## src/core/safe_pkg.sv

```systemverilog
// Package of register offsets, field positions and reset values for the smoke AFE amp control
package safe_pkg;

    // Avalon word offsets (byte address = 4 * index)
    localparam logic [2:0] SAFE_IDX_GAIN_FIRST  = 3'h0;  // First resistor code
    localparam logic [2:0] SAFE_IDX_GAIN_SECOND = 3'h1;  // Second and third resistor codes
    localparam logic [2:0] SAFE_IDX_AMP0_CTRL   = 3'h2;  // Amplifier 0 control
    localparam logic [2:0] SAFE_IDX_AMP1_CTRL   = 3'h3;  // Amplifier 1 control
    localparam logic [2:0] SAFE_IDX_AMP0_TRIM   = 3'h4;  // Amplifier 0 offset trim
    localparam logic [2:0] SAFE_IDX_AMP1_TRIM   = 3'h5;  // Amplifier 1 offset trim
    localparam int         SAFE_ADDR_W          = 3;     // Word address width

    // Field positions
    localparam int SAFE_CTRL_EN_BIT     = 6;   // Amplifier enable
    localparam int SAFE_CTRL_STATUS_BIT = 5;   // Read-only output status
    localparam int SAFE_TRIM_CAL_BIT    = 7;   // Calibration mode
    localparam int SAFE_TRIM_REF_BIT    = 6;   // Calibration reference select

    // Reset values
    localparam logic [7:0] SAFE_GAIN_FIRST_RST  = 8'h00;
    localparam logic [7:0] SAFE_GAIN_SECOND_RST = 8'h00;
    localparam logic [2:0] SAFE_CTRL_RST        = 3'h0;   // Enable and bandwidth bits
    localparam logic [7:0] SAFE_TRIM_RST        = 8'h20;  // Trim bit 5 set

    // Bandwidth codes
    localparam logic [1:0] SAFE_BW_5K   = 2'h0;
    localparam logic [1:0] SAFE_BW_40K  = 2'h1;
    localparam logic [1:0] SAFE_BW_600K = 2'h2;
    localparam logic [1:0] SAFE_BW_2M   = 2'h3;

    // Slave answer timing: one wait cycle per access
    localparam int SAFE_WAIT_CYCLES = 1;

endpackage : safe_pkg

```

## src/core/safe_amp_channel.sv

```systemverilog
// One amplifier channel: control and trim fields plus synchronised status
`timescale 1ns/100ps
module safe_amp_channel
(
    // Clock and reset
    input  wire logic       clk,
    input  wire logic       rst_n,
    // Write strobes and data
    input  wire logic       ctrl_we,
    input  wire logic       trim_we,
    input  wire logic [7:0] wdata,
    // Analog side
    input  wire logic       amp_out_raw,
    // Register views
    output logic      [7:0] ctrl_rd,
    output logic      [7:0] trim_rd,
    output logic            enable,
    output logic      [1:0] bandwidth,
    output logic            cal_mode,
    output logic            cal_ref_select,
    output logic      [5:0] trim_value
);
    import safe_pkg::*;

    logic       enable_q;      // Amplifier on
    logic [1:0] bw_q;          // Bandwidth code
    logic [7:0] trim_q;        // Cal mode, ref select, trim
    logic       sync1_q;       // Synchroniser first stage
    logic       sync2_q;       // Synchroniser second stage

    ////////////////////////////////////////////////////////////////////////////
    // Control register fields
    always_ff @(posedge clk or negedge rst_n)
    begin
        if (!rst_n)
        begin
            enable_q <= SAFE_CTRL_RST[2];
            bw_q     <= SAFE_CTRL_RST[1:0];
        end
        else if (ctrl_we)
        begin
            // Status bit is read-only, writes to it are dropped
            enable_q <= wdata[SAFE_CTRL_EN_BIT];
            bw_q     <= wdata[1:0];
        end
    end

    // Trim register: whole byte writable
    always_ff @(posedge clk or negedge rst_n)
    begin
        if (!rst_n)
            trim_q <= SAFE_TRIM_RST;
        else if (trim_we)
            trim_q <= wdata;
    end

    // Two-stage synchroniser for the comparator-like amp output
    always_ff @(posedge clk or negedge rst_n)
    begin
        if (!rst_n)
        begin
            sync1_q <= 1'b0;
            sync2_q <= 1'b0;
        end
        else
        begin
            sync1_q <= amp_out_raw;
            sync2_q <= sync1_q;
        end
    end

    ////////////////////////////////////////////////////////////////////////////
    // Read views; unimplemented bits are zero
    always_comb
    begin
        ctrl_rd    = 8'h00;
        ctrl_rd[SAFE_CTRL_EN_BIT] = enable_q;
        ctrl_rd[SAFE_CTRL_STATUS_BIT] = sync2_q & trim_q[SAFE_TRIM_CAL_BIT];
        ctrl_rd[1:0] = bw_q;
        trim_rd    = trim_q;
    end

    assign enable         = enable_q;
    assign bandwidth      = bw_q;
    assign cal_mode       = trim_q[SAFE_TRIM_CAL_BIT];
    assign cal_ref_select = trim_q[SAFE_TRIM_REF_BIT];
    assign trim_value     = trim_q[5:0];

    // Status must read low outside calibration mode
    status_low_a: assert property (@(posedge clk) disable iff (!rst_n)
        !trim_q[SAFE_TRIM_CAL_BIT] |-> !ctrl_rd[SAFE_CTRL_STATUS_BIT])
        else $error("status visible outside cal mode");

    // Raw level reaches status after two edges in cal mode
    status_sync_a: assert property (@(posedge clk) disable iff (!rst_n)
        (trim_q[SAFE_TRIM_CAL_BIT] && $stable(trim_q[SAFE_TRIM_CAL_BIT])
         ##0 $past(trim_q[SAFE_TRIM_CAL_BIT], 2))
        |-> ctrl_rd[SAFE_CTRL_STATUS_BIT] == $past(amp_out_raw, 2))
        else $error("status not two-stage synchronised");

endmodule : safe_amp_channel

```

## src/core/safe_amp_ctrl.sv

```systemverilog
// Avalon-MM register bank controlling the two-amplifier smoke sensing front end
//
// Our own choices: the Avalon-MM interface to the registers and the register offsets.
`timescale 1ns/100ps
module safe_amp_ctrl
(
    // Clock and reset
    input  wire logic                         clk,
    input  wire logic                         rst_n,
    // Avalon-MM slave
    input  wire logic [safe_pkg::SAFE_ADDR_W-1:0] avs_address,
    input  wire logic                         avs_read,
    input  wire logic                         avs_write,
    input  wire logic [31:0]                  avs_writedata,
    input  wire logic [3:0]                   avs_byteenable,
    output logic      [31:0]                  avs_readdata,
    output logic      [1:0]                   avs_response,
    output logic                              avs_waitrequest,
    // Amplifier status from the analog side
    input  wire logic                         amp0_output_status,
    input  wire logic                         amp1_output_status,
    // Analog control lines
    output logic      [5:0]                   first_resistor_code,
    output logic      [5:0]                   second_resistor_code,
    output logic      [1:0]                   third_resistor_code,
    output logic                              amp0_enable,
    output logic                              amp1_enable,
    output logic      [1:0]                   amp0_bandwidth,
    output logic      [1:0]                   amp1_bandwidth,
    output logic                              amp0_cal_mode,
    output logic                              amp1_cal_mode,
    output logic                              amp0_cal_ref_select,
    output logic                              amp1_cal_ref_select,
    output logic      [5:0]                   amp0_trim_value,
    output logic      [5:0]                   amp1_trim_value,
    output logic                              amp0_cal_switches,
    output logic                              amp1_cal_switches
);
    import safe_pkg::*;

    logic [5:0] gain_first_q;      // First resistor code
    logic [7:0] gain_second_q;     // Third (7:6) and second (5:0) codes
    logic       ack_q;             // Answer phase of an access
    logic       wr_hit;            // Write taken this cycle
    logic       lane0;             // Byte lane 0 enabled
    logic [7:0] rd_d;              // Read mux
    logic       map_ok;            // Address is mapped
    logic [7:0] c0_rd;
    logic [7:0] c1_rd;
    logic [7:0] t0_rd;
    logic [7:0] t1_rd;
    logic       a0_en;
    logic       a1_en;
    logic [1:0] a0_bw;
    logic [1:0] a1_bw;
    logic       a0_cal;
    logic       a1_cal;
    logic       a0_ref;
    logic       a1_ref;
    logic [5:0] a0_trim;
    logic [5:0] a1_trim;

    // Write strobe helper used for every register
    function automatic logic hit(input logic [SAFE_ADDR_W-1:0] a,
                                 input logic [SAFE_ADDR_W-1:0] idx);
        hit = (a == idx);
    endfunction : hit

    ////////////////////////////////////////////////////////////////////////////
    // Bus handshake: waitrequest high for the first request cycle, low in the
    // second, so every access takes exactly two cycles. Keeps read data
    // registered without any combinational path from address to readdata.
    assign lane0  = avs_byteenable[0];
    assign wr_hit = avs_write & ~ack_q;
    assign map_ok = (avs_address <= SAFE_IDX_AMP1_TRIM);

    always_ff @(posedge clk or negedge rst_n)
    begin
        if (!rst_n)
            ack_q <= 1'b0;
        else
            ack_q <= (avs_read | avs_write) & ~ack_q;
    end

    // Waitrequest registered: low only during the answer cycle
    always_ff @(posedge clk or negedge rst_n)
    begin
        if (!rst_n)
            avs_waitrequest <= 1'b1;
        else
            avs_waitrequest <= ~((avs_read | avs_write) & ~ack_q);
    end

    ////////////////////////////////////////////////////////////////////////////
    // Gain registers, updated on the clock edge taking the write
    always_ff @(posedge clk or negedge rst_n)
    begin
        if (!rst_n)
        begin
            gain_first_q  <= SAFE_GAIN_FIRST_RST[5:0];
            gain_second_q <= SAFE_GAIN_SECOND_RST;
        end
        else if (wr_hit && lane0)
        begin
            if (hit(avs_address, SAFE_IDX_GAIN_FIRST))
                gain_first_q <= avs_writedata[5:0];
            if (hit(avs_address, SAFE_IDX_GAIN_SECOND))
                gain_second_q <= avs_writedata[7:0];
        end
    end

    ////////////////////////////////////////////////////////////////////////////
    // Two identical amplifier channels
    safe_amp_channel u_amp0
    (
        .clk            (clk),
        .rst_n          (rst_n),
        .ctrl_we        (wr_hit & lane0 & hit(avs_address, SAFE_IDX_AMP0_CTRL)),
        .trim_we        (wr_hit & lane0 & hit(avs_address, SAFE_IDX_AMP0_TRIM)),
        .wdata          (avs_writedata[7:0]),
        .amp_out_raw    (amp0_output_status),
        .ctrl_rd        (c0_rd),
        .trim_rd        (t0_rd),
        .enable         (a0_en),
        .bandwidth      (a0_bw),
        .cal_mode       (a0_cal),
        .cal_ref_select (a0_ref),
        .trim_value     (a0_trim)
    );

    // Second channel behaves the same on its own amplifier
    safe_amp_channel u_amp1
    (
        .clk            (clk),
        .rst_n          (rst_n),
        .ctrl_we        (wr_hit & lane0 & hit(avs_address, SAFE_IDX_AMP1_CTRL)),
        .trim_we        (wr_hit & lane0 & hit(avs_address, SAFE_IDX_AMP1_TRIM)),
        .wdata          (avs_writedata[7:0]),
        .amp_out_raw    (amp1_output_status),
        .ctrl_rd        (c1_rd),
        .trim_rd        (t1_rd),
        .enable         (a1_en),
        .bandwidth      (a1_bw),
        .cal_mode       (a1_cal),
        .cal_ref_select (a1_ref),
        .trim_value     (a1_trim)
    );

    ////////////////////////////////////////////////////////////////////////////
    // Read mux
    always_comb
    begin
        rd_d = 8'h00;
        unique case (avs_address)
            SAFE_IDX_GAIN_FIRST:  rd_d = {2'b00, gain_first_q};
            SAFE_IDX_GAIN_SECOND: rd_d = gain_second_q;
            SAFE_IDX_AMP0_CTRL:   rd_d = c0_rd;
            SAFE_IDX_AMP1_CTRL:   rd_d = c1_rd;
            SAFE_IDX_AMP0_TRIM:   rd_d = t0_rd;
            SAFE_IDX_AMP1_TRIM:   rd_d = t1_rd;
            default:              rd_d = 8'h00;   // Unmapped reads as zero
        endcase
    end

    // Read data and response registered with the answer cycle
    always_ff @(posedge clk or negedge rst_n)
    begin
        if (!rst_n)
        begin
            avs_readdata <= 32'h0000_0000;
            avs_response <= 2'h0;
        end
        else if ((avs_read | avs_write) && !ack_q)
        begin
            avs_readdata <= avs_read ? {24'h00_0000, rd_d} : 32'h0000_0000;
            // Unmapped address answers DECODEERROR
            avs_response <= map_ok ? 2'h0 : 2'h3;
        end
    end

    ////////////////////////////////////////////////////////////////////////////
    // Analog outputs, all from flip-flops
    always_ff @(posedge clk or negedge rst_n)
    begin
        if (!rst_n)
        begin
            first_resistor_code  <= 6'h00;
            second_resistor_code <= 6'h00;
            third_resistor_code  <= 2'h0;
            amp0_enable          <= 1'b0;
            amp1_enable          <= 1'b0;
            amp0_bandwidth       <= SAFE_BW_5K;
            amp1_bandwidth       <= SAFE_BW_5K;
            amp0_cal_mode        <= 1'b0;
            amp1_cal_mode        <= 1'b0;
            amp0_cal_ref_select  <= 1'b0;
            amp1_cal_ref_select  <= 1'b0;
            amp0_trim_value      <= SAFE_TRIM_RST[5:0];
            amp1_trim_value      <= SAFE_TRIM_RST[5:0];
            amp0_cal_switches    <= 1'b0;
            amp1_cal_switches    <= 1'b0;
        end
        else
        begin
            // Code zero still maps to a nonzero resistor in the analog array
            first_resistor_code  <= gain_first_q;
            second_resistor_code <= gain_second_q[5:0];
            third_resistor_code  <= gain_second_q[7:6];
            amp0_enable          <= a0_en;
            amp1_enable          <= a1_en;
            amp0_bandwidth       <= a0_bw;
            amp1_bandwidth       <= a1_bw;
            amp0_cal_mode        <= a0_cal;
            amp1_cal_mode        <= a1_cal;
            amp0_cal_ref_select  <= a0_ref;
            amp1_cal_ref_select  <= a1_ref;
            amp0_trim_value      <= a0_trim;
            amp1_trim_value      <= a1_trim;
            // S0 and S2 close when cal mode and ref select are both set
            amp0_cal_switches    <= a0_cal & a0_ref;
            amp1_cal_switches    <= a1_cal & a1_ref;
        end
    end

    ////////////////////////////////////////////////////////////////////////////
    // Checks
    wait_one_a: assert property (@(posedge clk) disable iff (!rst_n)
        ((avs_read | avs_write) && !ack_q) |=> !avs_waitrequest)
        else $error("answer not one cycle after request");

    gain_zero_a: assert property (@(posedge clk) disable iff (!rst_n)
        (avs_read && !avs_waitrequest && avs_address == SAFE_IDX_GAIN_FIRST)
        |-> avs_readdata[7:6] == 2'b00)
        else $error("first gain top bits not zero");

    ctrl_zero_a: assert property (@(posedge clk) disable iff (!rst_n)
        (avs_read && !avs_waitrequest && avs_address == SAFE_IDX_AMP0_CTRL)
        |-> (avs_readdata[7] == 1'b0 && avs_readdata[4:2] == 3'b000))
        else $error("control unimplemented bits not zero");

    // Read data and cal output are captured on the same edge, so they agree
    status_gate_a: assert property (@(posedge clk) disable iff (!rst_n)
        (avs_read && !avs_waitrequest && avs_address == SAFE_IDX_AMP0_CTRL
         && !amp0_cal_mode) |-> !avs_readdata[SAFE_CTRL_STATUS_BIT])
        else $error("amp0 status read outside cal mode");

    gain_write_a: assert property (@(posedge clk) disable iff (!rst_n)
        (wr_hit && lane0 && avs_address == SAFE_IDX_GAIN_SECOND)
        |=> ##1 (third_resistor_code == $past(avs_writedata[7:6], 2)
                 && second_resistor_code == $past(avs_writedata[5:0], 2)))
        else $error("second gain write not applied");

    first_write_a: assert property (@(posedge clk) disable iff (!rst_n)
        (wr_hit && lane0 && avs_address == SAFE_IDX_GAIN_FIRST)
        |=> ##1 first_resistor_code == $past(avs_writedata[5:0], 2))
        else $error("first gain write not applied");

    en_write_a: assert property (@(posedge clk) disable iff (!rst_n)
        (wr_hit && lane0 && avs_address == SAFE_IDX_AMP1_CTRL)
        |=> ##1 (amp1_enable == $past(avs_writedata[6], 2)
                 && amp1_bandwidth == $past(avs_writedata[1:0], 2)))
        else $error("amp1 control write not applied");

    bw_write_a: assert property (@(posedge clk) disable iff (!rst_n)
        (wr_hit && lane0 && avs_address == SAFE_IDX_AMP0_CTRL)
        |=> ##1 amp0_bandwidth == $past(avs_writedata[1:0], 2))
        else $error("amp0 bandwidth write not applied");

    trim_write_a: assert property (@(posedge clk) disable iff (!rst_n)
        (wr_hit && lane0 && avs_address == SAFE_IDX_AMP0_TRIM)
        |=> ##1 (amp0_trim_value == $past(avs_writedata[5:0], 2)
                 && amp0_cal_mode == $past(avs_writedata[7], 2)
                 && amp0_cal_ref_select == $past(avs_writedata[6], 2)))
        else $error("amp0 trim write not applied");

    // Switches of both channels follow their own cal and ref outputs
    switch_close_a: assert property (@(posedge clk) disable iff (!rst_n)
        (amp0_cal_switches == (amp0_cal_mode && amp0_cal_ref_select))
        && (amp1_cal_switches == (amp1_cal_mode && amp1_cal_ref_select)))
        else $error("cal switches wrong");

    // A trim write with cal and ref both set closes the switches two edges on
    switch_write_a: assert property (@(posedge clk) disable iff (!rst_n)
        (wr_hit && lane0 && avs_address == SAFE_IDX_AMP1_TRIM)
        |=> ##1 amp1_cal_switches == ($past(avs_writedata[7], 2)
                                      && $past(avs_writedata[6], 2)))
        else $error("amp1 switches not set by trim write");

    cal_sweep_c: cover property (@(posedge clk) disable iff (!rst_n)
        amp0_cal_switches ##1 $changed(amp0_trim_value));
    status_read_c: cover property (@(posedge clk) disable iff (!rst_n)
        avs_read && !avs_waitrequest && avs_readdata[5]);
    unmapped_c: cover property (@(posedge clk) disable iff (!rst_n)
        !avs_waitrequest && avs_response == 2'h3);

endmodule : safe_amp_ctrl

```

## config.mk

```make
export PLATFORM = sky130hd
export DESIGN_NAME = safe_amp_ctrl
export DESIGN_NICKNAME = d
export VERILOG_FILES = /design/src/core/safe_pkg.sv /design/src/core/safe_amp_channel.sv /design/src/core/safe_amp_ctrl.sv
export SDC_FILE = /design/constraint.sdc
export NUM_CORES = 1
export LEC_CHECK = 0
export BUFFER_PORTS_ARGS = -buffer_cell sky130_fd_sc_hd__buf_2
export CORE_UTILIZATION = 40
export CTS_CLUSTER_DIAMETER = 30
export DETAILED_ROUTE_END_ITERATION = 7
export GPL_TIMING_DRIVEN = 1
export PLACE_DENSITY = 0.75
export SYNTH_ARGS = -nofsm -noshare
export SYNTH_HDL_FRONTEND = slang
export SYNTH_SLANG_ARGS = --single-unit
```

## constraint.sdc

```tcl
create_clock -name clk -period 4.18 [get_ports clk]
set_clock_uncertainty 0.05 [all_clocks]
set_input_delay 0.418 -clock clk [delete_from_list [all_inputs] [get_ports clk]]
set_output_delay 0.418 -clock clk [all_outputs]
set_load 0.01 [all_outputs]
```

==> flow_summary_export.csv <==
group,metric,value,unit
cts,clock_path_buffers,2,
sta,fin_hold_ws,0.127,ns
routing,ant_nets,0,
finish,drive_gt1_share,46.1,%
power,power_density,517,mW/mm²
floorplanning,ios,118,
sta,fin_crit_sh,43.7,%
worst_setup_path,reg2reg_depth,3,
cts,clk_pin_slew,0.08,ns
finish,diodes,0,
placement,numPortBuffers,66,
power,comb_power_share,18.2,%
synthesis,synth_edf_count,0,
grt,grt_max_degree,90,
routing,firstDrtPassIters,4,
finish,fillerInstances,750,
synthesis,synthDistinctLibCells,32,
sta,rsz0062_at_grt,"no",
worst_setup_path,critPathMaxFanout,7,
worst_setup_path,rr_endpoint,"avs_readdata[1]",
finish,fin_nets,324,
grt,antenna_found_initial,0,
power,power_frac_seq,57.7,%
worst_setup_path,cp.arrival,2.02,ns
routing,postRouteWirelength,6450,µm
worst_setup_path,required,4.38,ns
cts,cts_resized,0,
floorplanning,die_area,0.00888,mm²
synthesis,netlist_top_cells_area,"dfrtp_1, mux2_2, buf_4, dfstp_2, mux2_4",
cts,cts_tree,"yes",
sta,fmax,548,MHz
synthesis,syn_inst,210,
min_path,min-delay-start,"amp1_output_status",
cts,clk_latency,0.34,ns
sta,slew_headroom,27.5,%
grt,grt_overflow,0,
cts,cts_max_level,3,
synthesis,synthTopCellsByCount,"dfrtp_1, mux2_2, buf_4",
synthesis,synth_most_common_cell,"dfrtp_1",
power,vdd_ir_drop_max,151,µV
flow_run,maxCapViolCount,0,
synthesis,yosysTopAreaCellShare,61.8,%
sta,period_needed,1.83,ns
grt,first_global_vias,1872,
sta,slew_viol_final,0,
routing,routedWlPerCell,16.7,µm
synthesis,yosys_warnings,0,
power,clock_power_share,24.1,%
routing,avgViaCountPerCell,4.79,
synthesis,yosys.area.top_type,"dfrtp_1",
floorplanning,coreArea,0.00822,mm²
worst_setup_path,cp-end-kind,"flip-flop",
cts,cts.sink_count,89,
synthesis,syn-mean-instance-area,16.2,µm²
floorplanning,initial_utilization,41.4,%
sta,worstMarginPinSlew,1.08,ns
synthesis,synthesis.area,0.00340,mm²
cts,cts_hold_buffers,0,
sta,setup_viol,0,
finish,design_area,0.00386,mm²
synthesis,ys.flop_type,"dfrtp_1",
min_path,hp-class,"in -> reg",
sta,finalHoldViolCount,0,
placement,place_area,0.00371,mm²
worst_setup_path,start_kind,"flip-flop",
worst_setup_path,r2r-start,"ack_q",
routing,drc,0,
cts,cts_made_buffers,9,
outcome,status,"completed",
placement,place.gp.congestion,0.794,
grt,grt_usage,15.6,%
worst_setup_path,worst-setup-path-type,"reg -> reg",
floorplanning,rows,33,
synthesis,synthArstFlopShare,100,%
synthesis,yosysSeqAreaShare,65.6,%
cts,root_buffer,"clkbuf_8",
power,p_int,0.00145,W
finish,final_cell_count_no_fill,387,
finish,syn_to_final_growth,13.5,%
sta,fin_setup_tns,0,ns
routing,dr_total_vias,1854,
min_path,hold_end,"u_amp1.sync1_q",
power,p_sw_share,27.5,%
worst_setup_path,ff2ff_setup_slack,2.35,ns
routing,drt-initial-drc-count,72,
floorplanning,die_w,94.2,µm
synthesis,ys_ff_latch,89,
power,leakage,1.94,nW
placement,dpl.cell_count,373,
placement,dpl.hpwl,4280,µm
grt,grt_pass1_wl,9870,µm
floorplanning,die_h,94.2,µm
power,netSwitchingPower,0.000550,W
cts,postCtsSetupBuffers,0,
min_path,hold_path_depth,1,
-- final cells by class --
cell class / instances / area [µm²] / area share [%]
timing repair buffer: 66 / 333 / 8.61
sequential: 89 / 2230 / 57.8
inverter: 4 / 15.0 / 0.389
clock inverter: 3 / 20.0 / 0.518
multi-input combinational: 109 / 1000 / 25.9
tap: 105 / 131 / 3.40
clock buffer: 11 / 131 / 3.40
-- metrics by stage --
stage          utilization, %  worst slack (ns)  power (W)
2_1_floorplan               -              2.69    0.00138
3_3_place_gp             45.2              2.10    0.00152
3_5_place_dp             45.2              2.05    0.00154
4_1_cts                  47.0              2.36    0.00202
5_1_grt                  47.0              2.24    0.00211
6_report                 47.0              2.35    0.00200
-- flip-flops by register name, summed over array words and instances (netlist names), 2 cells and up --
register,cells
amp0_trim_value,6
u_amp0.trim_rd,8
amp0_bandwidth,2
third_resistor_code,2
avs_readdata,8
gain_second_q,8
u_amp0.bandwidth,2
first_resistor_code,6
gain_first_q,6
u_amp1.bandwidth,2
second_resistor_code,6
amp1_bandwidth,2
u_amp1.trim_rd,8
amp1_trim_value,6
-- power by group through the flow --
stage	Sequential [W]	Combinational [W]	Clock (W)
finish	0.00115	0.000363	0.000483
global route	0.00118	0.000398	0.000535
CTS	0.00116	0.000369	0.000496
detailed placement	0.00117	0.000367	0
global placement	0.00116	0.000358	0
floorplan	0.00120	0.000183	0
-- worst max-delay path, cell delays in order (launching register included) --
cell and delay, ns:
dfrtp_1 0.42, nor3b_1 0.88, a32oi_1 0.25, o31ai_1 0.12
-- layout by cell type, fill, tap and decap left out, types with 2 or more instances in the layout --
cell type   count
nand3b_1        2
dfstp_2         5
mux4_1          3
clkbuf_1        2
a22o_1          4
nor2b_1         2
o21ai_0         2
dfrtp_1        84
mux2_2         31
nand2_1         3
o31ai_1         3
a221oi_1        6
clkbuf_8        9
conb_1         24
nand3_1         2
a32oi_1         2
nand3_2         2
and2_1          4
buf_2          65
clkinvlp_4      2
and4bb_2        2
mux2i_1         2
inv_1           3
mux2_4          8
-- how the worst max path moves through the flow --
stage | endpoint | cells after the start | slack, ns | from
6_report | avs_readdata[1] | 3 | 2.35 | ack_q
5_1_grt | avs_readdata[1] | 3 | 2.24 | ack_q
4_1_cts | avs_readdata[1] | 3 | 2.36 | ack_q
3_5_place_dp | u_amp0.trim_rd[1] | 4 | 2.05 | avs_address[2]
3_3_place_gp | u_amp0.trim_rd[1] | 4 | 2.10 | avs_address[2]
2_1_floorplan | avs_readdata[0] | 3 | 2.69 | avs_address[0]
-- logic make-up after synthesis --
logic type	after synthesis	share of synthesized area, %
AOI/OAI and AO/OA	19	4.56
buffers and inverters	35	7.54
DFF	89	65.6
and+or+nand+nor	21	4.82
muxes	45	17.4
other	1	0.110
-- routing by layer --
| layer | global-route usage (%) | vias up | routed length [µm] |
|---|---|---|---|
| met2 | 24.5 | 55 | 3060 |
| met1 | 20.7 | 953 | 2980 |
| li1 | - | 831 | - |
| met5 | 0 | - | 0 |
| met3 | 3.56 | 15 | 269 |
| met4 | 7.18 | 0 | 138 |
Note: power is estimated with default switching activity, not from simulation.
